`config.mk`:
```
export PLATFORM = sky130hd
export DESIGN_NAME = afef_filter
export DESIGN_NICKNAME = d
export VERILOG_FILES = /design/src/verilog/afef_pkg.sv /design/src/verilog/afef_filter.sv
export VERILOG_INCLUDE_DIRS = /design/src /design/src/verilog
export SDC_FILE = /design/constraint.sdc
export NUM_CORES = 2
export LEC_CHECK = 0
export BUFFER_PORTS_ARGS = -buffer_cell sky130_fd_sc_hd__buf_2
export CORE_UTILIZATION = 45
export CTS_BUF_LIST = sky130_fd_sc_hd__clkbuf_8
export DETAILED_ROUTE_END_ITERATION = 10
export HOLD_SLACK_MARGIN = 0.06
export MAX_ROUTING_LAYER = met4
export PLACE_DENSITY = 0.69
export SYNTH_ARGS = -nofsm -noshare
export SYNTH_HDL_FRONTEND = slang
export SYNTH_SLANG_ARGS = --single-unit
```
`constraint.sdc`:
```
create_clock -name mclk_in -period 32.2 [get_ports mclk_in]
set_input_delay 3.22 -clock mclk_in [delete_from_list [all_inputs] [get_ports mclk_in]]
set_output_delay 3.22 -clock mclk_in [all_outputs]
set_load 0.02 [all_outputs]
```
`src/verilog/afef_defines.svh`:
```
// register indexes, field positions, reset values and filter constants of the converter front end
`ifndef AFEF_DEFINES_SVH
`define AFEF_DEFINES_SVH
`define AFEF_IDX_W 10
`define AFEF_IDX_PWR_A 10'h001
`define AFEF_IDX_PWR_B 10'h002
`define AFEF_IDX_CONV 10'h00E
`define AFEF_IDX_RATE 10'h007
`define AFEF_IDX_ROUTE 10'h02C
`define AFEF_IDX_AMP 10'h02D
`define AFEF_IDX_BOOST 10'h02F
`define AFEF_IDX_STATUS 10'h030
`define AFEF_RST_PWR_A 9'h000
`define AFEF_RST_PWR_B 9'h000
`define AFEF_RST_CONV 9'h100
`define AFEF_RST_RATE 9'h000
`define AFEF_RST_ROUTE 9'h003
`define AFEF_RST_AMP 9'h010
`define AFEF_RST_BOOST 9'h100
`define AFEF_BIT_BIAS_ON 4
`define AFEF_BIT_AUX_EN 6
`define AFEF_BIT_CONV_ON 0
`define AFEF_BIT_AMP_EN 2
`define AFEF_BIT_BOOST_ON 4
`define AFEF_BIT_INVERT 0
`define AFEF_BIT_OSR 3
`define AFEF_CORNER_LSB 4
`define AFEF_BIT_HP_MODE 7
`define AFEF_BIT_HP_ON 8
`define AFEF_BIT_POS_MIC_AMP 0
`define AFEF_BIT_NEG_MIC_AMP 1
`define AFEF_BIT_AUX_AMP 2
`define AFEF_BIT_AUX_MODE 3
`define AFEF_BIT_BIAS_LVL 8
`define AFEF_AMP_VOL_LSB 0
`define AFEF_BIT_ISOLATE 6
`define AFEF_AUX_GAIN_LSB 0
`define AFEF_POS_MIC_GAIN_LSB 4
`define AFEF_BIT_LIFT 8
`define AFEF_RATE_LSB 0
`define AFEF_PATH_OFF 3'h0
`define AFEF_GAIN_MIN_DB 6'h34
`define AFEF_GAIN_STEP_DB 6'h03
`define AFEF_OSR_LO 8'h40
`define AFEF_OSR_HI 8'h80
`define AFEF_SCALE_LO 5'h0E
`define AFEF_SCALE_HI 5'h0D
`define AFEF_HP_AUDIO_SHIFT 4'hB
`define AFEF_HP_CUT_SHIFTS 24'h492492
`define AFEF_HP_CUT_TAB 24'h4926DB
`define AFEF_SMP_MAX 24'h7FFFFF
`define AFEF_SMP_MIN 24'h800000
`define AFEF_FIFO_DEPTH 32
`define AFEF_STATUS_LVL_LSB 3
`endif

```
`src/verilog/afef_pkg.sv`:
```
// types shared by the converter front end
package afef_pkg;
    typedef enum logic [1:0] {AFEF_APB_IDLE, AFEF_APB_SETUP, AFEF_APB_ACCESS} afef_apb_state_t;
    typedef struct packed {
        logic [11:0] paddr;
        logic psel;
        logic penable;
        logic pwrite;
        logic [31:0] pwdata;
    } afef_apb_req_t;
    typedef struct packed {
        logic [31:0] prdata;
        logic pready;
        logic pslverr;
    } afef_apb_rsp_t;
    typedef struct packed {
        logic boost_power;
        logic amp_power;
        logic aux_power;
        logic amp_to_boost_on;
        logic amp_gain_lift_sel;
        logic [5:0] amp_gain_code;
        logic aux_path_on;
        logic signed [5:0] aux_path_gain_db;
        logic pos_mic_path_on;
        logic signed [5:0] pos_mic_path_gain_db;
        logic pos_mic_to_amp;
        logic neg_mic_to_amp;
        logic aux_to_amp;
        logic aux_mixer_mode;
        logic bias_level_sel;
        logic oversample_sel;
        logic converter_on;
    } afef_analog_cfg_t;
endpackage

```
`src/verilog/afef_filter.sv`:
```
// front end control registers, decimation and high-pass path, sample fifo
//
// Behaviour
// - lift bit sets amplifier path into boost mixer at +20dB or 0dB.
// - isolate bit mutes amplifier and disconnects it from boost mixer.
// - aux gain code 000 disconnects; 001..111 give -12dB..+6dB, 3dB steps.
// - positive mic gain code 000 disconnects; 001..111 give -12dB..+6dB.
// - boost mixer powered only while boost enable bit is 1; resets 0.
// - bias output driven only while bias enable is 1, else high impedance.
// - bias level bit selects high level at 0, 0.65 supply at 1.
// - converter and filter path run only while converter enable is 1.
// - invert bit negates output samples; 0 passes them unchanged.
// - oversample bit selects 64x at 0, 128x at 1.
// - path works at 24-bit precision, decimating to the sample rate.
// - high-pass enable bit, reset 1, inserts filter; cleared bypasses it.
// - mode 0 gives first-order high-pass near 3.7Hz.
// - mode 1 gives second-order high-pass, corner from 3-bit field.
// - corner codes scale with rate group so corners track each column.
`timescale 1ns/1ps
`include "afef_defines.svh"

module afef_fifo #(
    parameter int WIDTH = 24,
    parameter int DEPTH = `AFEF_FIFO_DEPTH
) (
    input wire logic mclk_in,
    input wire logic sys_rst_in,
    input wire logic [WIDTH-1:0] wr_data_in,
    input wire logic wr_valid_in,
    output logic wr_ready_out,
    output logic [WIDTH-1:0] rd_data_out,
    output logic rd_valid_out,
    input wire logic rd_ready_in,
    output logic [$clog2(DEPTH):0] level_out
);
    localparam int AW = $clog2(DEPTH);
    typedef struct packed {
        logic [DEPTH-1:0][WIDTH-1:0] mem;
        logic [AW:0] wr_ptr;
        logic [AW:0] rd_ptr;
    } afef_fifo_state_t;
    afef_fifo_state_t st_reg;
    afef_fifo_state_t st_next;
    logic full;
    logic empty;

    assign empty = st_reg.wr_ptr == st_reg.rd_ptr;
    assign full = (st_reg.wr_ptr[AW] != st_reg.rd_ptr[AW]) && (st_reg.wr_ptr[AW-1:0] == st_reg.rd_ptr[AW-1:0]);
    assign wr_ready_out = !full;
    assign rd_valid_out = !empty;
    assign rd_data_out = st_reg.mem[st_reg.rd_ptr[AW-1:0]];
    assign level_out = st_reg.wr_ptr - st_reg.rd_ptr;

    always_comb begin
        st_next = st_reg;
        if (wr_valid_in && !full) begin
            st_next.mem[st_reg.wr_ptr[AW-1:0]] = wr_data_in;
            st_next.wr_ptr = st_reg.wr_ptr + 1'b1;
        end
        if (rd_ready_in && !empty) begin
            st_next.rd_ptr = st_reg.rd_ptr + 1'b1;
        end
    end

    always_ff @(posedge mclk_in or posedge sys_rst_in) begin
        if (sys_rst_in) begin
            st_reg <= '0;
        end else begin
            st_reg <= st_next;
        end
    end
endmodule

module afef_filter (
    input wire logic mclk_in,
    input wire logic sys_rst_in,
    input wire afef_pkg::afef_apb_req_t apb_req_in,
    output afef_pkg::afef_apb_rsp_t apb_rsp_out,
    input wire logic signed [3:0] mod_data_in,
    input wire logic mod_valid_in,
    output logic mod_ready_out,
    output logic [23:0] smp_data_out,
    output logic smp_valid_out,
    input wire logic smp_ready_in,
    output afef_pkg::afef_analog_cfg_t analog_cfg_out,
    output logic mic_bias_out_out,
    output logic mic_bias_oe_out
);
    import afef_pkg::*;

    // ******************************
    // state
    // ******************************
    typedef struct packed {
        logic [8:0] pwr_a;
        logic [8:0] pwr_b;
        logic [8:0] conv;
        logic [8:0] rate;
        logic [8:0] route;
        logic [8:0] amp;
        logic [8:0] boost;
        logic [31:0] prdata;
        logic [7:0] cnt;
        logic signed [11:0] acc;
        logic signed [31:0] x1;
        logic signed [31:0] y1;
        logic signed [31:0] x2;
        logic signed [31:0] y2;
        afef_analog_cfg_t cfg;
        logic bias_oe;
    } afef_state_t;
    afef_state_t st_reg;
    afef_state_t st_next;

    logic [`AFEF_IDX_W-1:0] idx;
    logic mapped;
    logic [8:0] rd_mux;
    logic fifo_wr_ready;
    logic [5:0] fifo_level;
    logic push;
    logic [23:0] push_data;

    // ******************************
    // helpers
    // ******************************
    function automatic logic signed [5:0] path_gain_db(input logic [2:0] code);
        logic [5:0] steps;
        steps = 6'({3'h0, code} - 6'h01);
        return 6'(`AFEF_GAIN_MIN_DB + 6'(steps * `AFEF_GAIN_STEP_DB));
    endfunction

    function automatic logic signed [31:0] hp_step(input logic signed [31:0] x, input logic signed [31:0] xp,
                                                   input logic signed [31:0] yp, input logic [3:0] k);
        return yp - (yp >>> k) + x - xp;
    endfunction

    function automatic logic [23:0] sat24(input logic signed [31:0] v);
        if (v > $signed({8'h00, `AFEF_SMP_MAX})) begin
            return `AFEF_SMP_MAX;
        end else if (v < $signed({8'hFF, `AFEF_SMP_MIN})) begin
            return `AFEF_SMP_MIN;
        end
        return v[23:0];
    endfunction

    // ******************************
    // apb decode
    // ******************************
    assign idx = apb_req_in.paddr[11:2];

    always_comb begin
        mapped = apb_req_in.paddr[1:0] == 2'h0;
        rd_mux = 9'h000;
        case (idx)
            `AFEF_IDX_PWR_A: begin
                rd_mux = st_reg.pwr_a;
            end
            `AFEF_IDX_PWR_B: begin
                rd_mux = st_reg.pwr_b;
            end
            `AFEF_IDX_CONV: begin
                rd_mux = st_reg.conv;
            end
            `AFEF_IDX_RATE: begin
                rd_mux = st_reg.rate;
            end
            `AFEF_IDX_ROUTE: begin
                rd_mux = st_reg.route;
            end
            `AFEF_IDX_AMP: begin
                rd_mux = st_reg.amp;
            end
            `AFEF_IDX_BOOST: begin
                rd_mux = st_reg.boost;
            end
            `AFEF_IDX_STATUS: begin
                rd_mux = {fifo_level, !fifo_wr_ready, smp_valid_out, st_reg.pwr_b[`AFEF_BIT_CONV_ON]};
            end
            default: begin
                mapped = 1'b0;
            end
        endcase
    end

    // zero wait state: read data is caught in the setup cycle
    assign apb_rsp_out.prdata = st_reg.prdata;
    assign apb_rsp_out.pready = 1'b1;
    assign apb_rsp_out.pslverr = apb_req_in.psel && apb_req_in.penable && !mapped;

    // ******************************
    // next state
    // ******************************
    always_comb begin
        logic wr;
        logic conv_on;
        logic [3:0] k2;
        logic [1:0] adj;
        logic [2:0] corner;
        logic signed [31:0] dec;
        logic signed [31:0] h1;
        logic signed [31:0] h2;
        logic signed [31:0] filt;
        logic [23:0] s24;
        logic [7:0] last;
        logic [4:0] scale;
        wr = 1'b0;
        conv_on = 1'b0;
        k2 = 4'h0;
        adj = 2'h0;
        corner = 3'h0;
        dec = '0;
        h1 = '0;
        h2 = '0;
        filt = '0;
        s24 = '0;
        last = 8'h00;
        scale = 5'h00;
        st_next = st_reg;
        push = 1'b0;
        push_data = 24'h000000;

        if (apb_req_in.psel && !apb_req_in.penable) begin
            st_next.prdata = {23'h000000, rd_mux};
        end
        wr = apb_req_in.psel && apb_req_in.penable && apb_req_in.pwrite && mapped;
        if (wr) begin
            case (idx)
                `AFEF_IDX_PWR_A: begin
                    st_next.pwr_a = apb_req_in.pwdata[8:0];
                end
                `AFEF_IDX_PWR_B: begin
                    st_next.pwr_b = apb_req_in.pwdata[8:0];
                end
                `AFEF_IDX_CONV: begin
                    st_next.conv = apb_req_in.pwdata[8:0];
                end
                `AFEF_IDX_RATE: begin
                    st_next.rate = {6'h00, apb_req_in.pwdata[2:0]};
                end
                `AFEF_IDX_ROUTE: begin
                    st_next.route = apb_req_in.pwdata[8:0];
                end
                `AFEF_IDX_AMP: begin
                    st_next.amp = apb_req_in.pwdata[8:0];
                end
                `AFEF_IDX_BOOST: begin
                    st_next.boost = apb_req_in.pwdata[8:0];
                end
                default: begin
                end
            endcase
        end

        // analog configuration decode
        st_next.cfg.boost_power = st_reg.pwr_b[`AFEF_BIT_BOOST_ON];
        st_next.cfg.amp_power = st_reg.pwr_b[`AFEF_BIT_AMP_EN];
        st_next.cfg.aux_power = st_reg.pwr_a[`AFEF_BIT_AUX_EN];
        st_next.cfg.amp_to_boost_on = !st_reg.amp[`AFEF_BIT_ISOLATE];
        st_next.cfg.amp_gain_lift_sel = st_reg.boost[`AFEF_BIT_LIFT] && !st_reg.amp[`AFEF_BIT_ISOLATE];
        st_next.cfg.amp_gain_code = st_reg.amp[`AFEF_AMP_VOL_LSB +: 6];
        st_next.cfg.aux_path_on = st_reg.boost[`AFEF_AUX_GAIN_LSB +: 3] != `AFEF_PATH_OFF;
        st_next.cfg.aux_path_gain_db = st_next.cfg.aux_path_on ?
            path_gain_db(st_reg.boost[`AFEF_AUX_GAIN_LSB +: 3]) : 6'sh00;
        st_next.cfg.pos_mic_path_on = st_reg.boost[`AFEF_POS_MIC_GAIN_LSB +: 3] != `AFEF_PATH_OFF;
        st_next.cfg.pos_mic_path_gain_db = st_next.cfg.pos_mic_path_on ?
            path_gain_db(st_reg.boost[`AFEF_POS_MIC_GAIN_LSB +: 3]) : 6'sh00;
        st_next.cfg.pos_mic_to_amp = st_reg.route[`AFEF_BIT_POS_MIC_AMP];
        st_next.cfg.neg_mic_to_amp = st_reg.route[`AFEF_BIT_NEG_MIC_AMP];
        st_next.cfg.aux_to_amp = st_reg.route[`AFEF_BIT_AUX_AMP];
        st_next.cfg.aux_mixer_mode = st_reg.route[`AFEF_BIT_AUX_MODE];
        st_next.cfg.bias_level_sel = st_reg.route[`AFEF_BIT_BIAS_LVL];
        st_next.cfg.oversample_sel = st_reg.conv[`AFEF_BIT_OSR];
        st_next.cfg.converter_on = st_reg.pwr_b[`AFEF_BIT_CONV_ON];
        st_next.bias_oe = st_reg.pwr_a[`AFEF_BIT_BIAS_ON];

        // decimation: boxcar sum over one oversampling frame
        conv_on = st_reg.pwr_b[`AFEF_BIT_CONV_ON];
        last = st_reg.conv[`AFEF_BIT_OSR] ? `AFEF_OSR_HI - 8'h01 : `AFEF_OSR_LO - 8'h01;
        scale = st_reg.conv[`AFEF_BIT_OSR] ? `AFEF_SCALE_HI : `AFEF_SCALE_LO;
        case (st_reg.rate[`AFEF_RATE_LSB +: 3])
            3'h5, 3'h4: begin
                adj = 2'h0;
            end
            3'h3, 3'h2: begin
                adj = 2'h1;
            end
            default: begin
                adj = 2'h2;
            end
        endcase
        corner = st_reg.conv[`AFEF_CORNER_LSB +: 3];
        k2 = 4'({1'b0, 3'(`AFEF_HP_CUT_TAB >> (3 * corner))}) + 4'({2'h0, adj});

        if (!conv_on) begin
            // converter off: path held cleared
            st_next.cnt = 8'h00;
            st_next.acc = '0;
            st_next.x1 = '0;
            st_next.y1 = '0;
            st_next.x2 = '0;
            st_next.y2 = '0;
        end else if (mod_valid_in && mod_ready_out) begin
            st_next.acc = st_reg.acc + 12'(mod_data_in);
            st_next.cnt = st_reg.cnt + 8'h01;
            if (st_reg.cnt >= last) begin
                dec = 32'(st_next.acc) <<< scale;
                st_next.acc = '0;
                st_next.cnt = 8'h00;
                if (st_reg.conv[`AFEF_BIT_HP_MODE]) begin
                    h1 = hp_step(dec, st_reg.x1, st_reg.y1, k2);
                    h2 = hp_step(h1, st_reg.x2, st_reg.y2, k2);
                end else begin
                    h1 = hp_step(dec, st_reg.x1, st_reg.y1, `AFEF_HP_AUDIO_SHIFT);
                    h2 = h1;
                end
                st_next.x1 = dec;
                st_next.y1 = h1;
                st_next.x2 = h1;
                st_next.y2 = h2;
                filt = st_reg.conv[`AFEF_BIT_HP_ON] ? h2 : dec;
                s24 = sat24(filt);
                if (st_reg.conv[`AFEF_BIT_INVERT]) begin
                    push_data = (s24 == `AFEF_SMP_MIN) ? `AFEF_SMP_MAX : 24'(-s24);
                end else begin
                    push_data = s24;
                end
                push = 1'b1;
            end
        end
    end

    // ******************************
    // registers
    // ******************************
    always_ff @(posedge mclk_in or posedge sys_rst_in) begin
        if (sys_rst_in) begin
            st_reg <= '0;
            st_reg.pwr_a <= `AFEF_RST_PWR_A;
            st_reg.pwr_b <= `AFEF_RST_PWR_B;
            st_reg.conv <= `AFEF_RST_CONV;
            st_reg.rate <= `AFEF_RST_RATE;
            st_reg.route <= `AFEF_RST_ROUTE;
            st_reg.amp <= `AFEF_RST_AMP;
            st_reg.boost <= `AFEF_RST_BOOST;
            st_reg.cfg.amp_to_boost_on <= 1'b1;
            st_reg.cfg.amp_gain_lift_sel <= 1'b1;
        end else begin
            st_reg <= st_next;
        end
    end

    // ******************************
    // outputs and sample fifo
    // ******************************
    // a frame end pushes the same cycle, so accepting only while fifo has room never loses a sample
    assign mod_ready_out = st_reg.pwr_b[`AFEF_BIT_CONV_ON] && fifo_wr_ready;
    assign analog_cfg_out = st_reg.cfg;
    assign mic_bias_out_out = st_reg.bias_oe;
    assign mic_bias_oe_out = st_reg.bias_oe;

    afef_fifo #(
        .WIDTH(24),
        .DEPTH(`AFEF_FIFO_DEPTH)
    ) u_fifo (
        .mclk_in(mclk_in),
        .sys_rst_in(sys_rst_in),
        .wr_data_in(push_data),
        .wr_valid_in(push),
        .wr_ready_out(fifo_wr_ready),
        .rd_data_out(smp_data_out),
        .rd_valid_out(smp_valid_out),
        .rd_ready_in(smp_ready_in),
        .level_out(fifo_level)
    );
endmodule

```
==> flow_summary.toml <==
[cells_and_area]
multi_input_area_um2 = 29770
drive_gt1_share_pct = 18.11
nets = 5827
finish.utilization_pct = 49.20
area_delta_synth_final_pct = 8.409
register_area_um2 = 24500
fillers = 11350
fin_area_um2 = 61860
largest_reg_flops = 780
layout_commonest_cell = "dfrtp_1"
fin_cells = 7221
most-common-layout-cells = "dfrtp_1, nand2_1, o21ai_0"

[power_and_ir_drop]
p_total_mw = 2.974
peakVddDrop_uv = 52.13
pwr_density_cell_nw_per_um2 = 48.07
leakagePower_nw = 28.29

[run_status]
outcome = "completed"

[setup_path]
crit_path_end_kind = "flip-flop"
crit_slowest_cell = "o31ai_4"
critPathLaunchType = "input pin"
cp.arrival_ps = 14930
crit_fanout = 32
crit_top_cell = "nor2_1"
cp_data_required_time_ps = 32880
cp_slowest_stage_delay_ps = 1020
crit_type = "in -> reg"

[grt]
grt_use_met2_pct = 37.71
grt_start_max_net_pins = 193
grt_busiest_layer = "met2"
grt_usage_pct = 25.01
grt_pass1_vias = 41050
grt_pass1_wl_um = 241300
use_met3_pct = 4.046
grt-ovfl-total = 0
met1_usage_pct = 34.26
antenna_found_initial = 1

[synthesis]
netlist_area_um2 = 57060
synth_ff_type = "dfrtp_1"
synth_cells = 5546
synth_compound_area_share_pct = 14.15
synthMuxAreaShare_pct = 15.59
synth_warnings = 0
synth-xor-area-share_pct = 1.717
avgSynthCellArea_um2 = 10.29
synth.top_cell.area_share_pct = 42.58
synth_edf_count = 0
ys_seq_elements = 978
synth_top_family_by_area = "multiplexers"
synthSimpleGateAreaFrac_pct = 11.12
synth_fa_ha_area_share_pct = 8.872
synth_seq_area_share_pct = 42.90
synth_cell_types = 104
yosysTopAreaCell = "dfrtp_1"
async_flop_share_pct = 100.0
synthTopCellsByArea = "dfrtp_1, mux4_2, o21ai_0"

[clocking]
hold_buffers = 0
cts_setup_buffers = 0
clock_tree.root_cell = "clkbuf_8"
cts_tree = "done"
cts_buffers = 160
cts.sinks = 978
htree_num_levels = 4
clkSlewWorstSetupHoldPaths_ps = 70
clkLatencyLatePin_ps = 890
cts_resized = 0
clk_path_buf_depth = 3

[detailed_routing]
dr.pass1.iters = 6
vias = 42500
drtAntennaViolNets = 0
drc = 0
avgViaCountPerCell = 5.886
totalWireLength_um = 153000
drt_iter0_drc = 4165
routedWlPerCell_um = 21.18

[min_path]
hold_class = "reg -> reg"

[floorplan]
core_um2 = 125700
row_count = 130
die_x_um = 358.1
start_util_pct = 45.38
die_area_um2 = 128200
die_h_um = 358.1
boundaryPins = 149

[timing]
rsz0062_at_grt = "no"
fmax_mhz = 70.17
tightest_slew_ps = 1340
fin_crit_sh_pct = 44.26
maxSlewViolCount = 0
skew_ps = 37.30
finalSetupViolCount = 0
setup-tns-final_ps = 0
final_hold_viol_count = 0
min_period_ps = 14250
slew_headroom_pct = 10.40

[placement]
dp.cells = 6940
gp_congestion = 0.9224
io_buffers = 101
hpwl_um = 99630
dpl-instance-area_um2 = 58660

[flow_run]
maxCapViolations = 0
power by group:
part	switching (mW)	leakage (nW)	internal, mW	total, mW
registers	0.0407	13.6	1.23	1.27
logic	0.380	12.8	0.225	0.605
clock network	0.526	1.84	0.569	1.09
cells by family after synthesis:
logic type,Yosys count
adder cells (fa/ha/maj),320
flip-flops,978
buffers and inverters,771
multiplexers,528
AO/OA/AOI/OAI,1377
other,2
XOR/XNOR,111
AND/OR/NAND/NOR,1459
cell type report:
cell class	instances	share of cell area [%]
clock inverter	81	0.7463
antenna	1	0.004045
sequential	978	39.60
clock buffer	199	4.428
multi-input combinational	3822	48.12
inverter	302	1.849
tap	1650	3.337
timing repair buffer	188	1.913
metal layers:
| metal | vias up | share of wire [%] |
|---|---|---|
| met5 | - | 0 |
| met4 | 0 | 3.2 |
| met3 | 285 | 7.0 |
| met2 | 1574 | 47 |
| met1 | 21370 | 43 |
| li1 | 19270 | - |
final timing paths:
check / depth (start not counted) / start / end / slack (ps)
max in group asynchronous: 6 / sys_rst_in / u_fifo.st_reg[520] / 25690
setup reg to reg: 43 / st_reg[242] / u_fifo.st_reg[85] / 18300
hold reg to reg: 0 / st_next[23] / analog_cfg_out[22] / 400
min in group asynchronous: 2 / sys_rst_in / apb_rsp_out[7] / 2520
hold / removal: 0 / st_next[23] / analog_cfg_out[22] / 400
setup / recovery: 41 / mod_data_in[0] / u_fifo.st_reg[85] / 17950
cells in the mapped netlist (all sizes together), types with 18 or more instances:
cell      n
a211oi   35
a21o     70
a21oi   159
a22oi    20
a31oi    25
and2     18
and3     21
buf     140
clkbuf  329
dfrtp   971
fa      141
ha      179
inv     297
mux2    197
mux2i    62
mux4    269
nand2   918
nand3   132
nand4    23
nor2    169
nor2b    20
nor3     44
o211ai   40
o21a     24
o21ai   848
o21bai   18
o31ai    19
or4      34
xnor2    77
xor2     34
critical path, delay by kind of cell:
| family | cells | cell delay, ps |
|---|---|---|
| mux | 2 | 300 |
| simple gates | 13 | 3300 |
| fa+ha+maj | 7 | 2800 |
| buf+inv | 5 | 780 |
| xor+xnor | 3 | 740 |
| compound gates | 11 | 3740 |
stage by stage:
stage	hold WS, ps	setup slack, ps
floorplan	351.9	1479
global placement	375.8	17590
detailed placement	380.5	17450
CTS	391.5	18330
global route	407.4	17330
finish	397.3	17950
No activity file was read; power rests on OpenSTA's default activity.
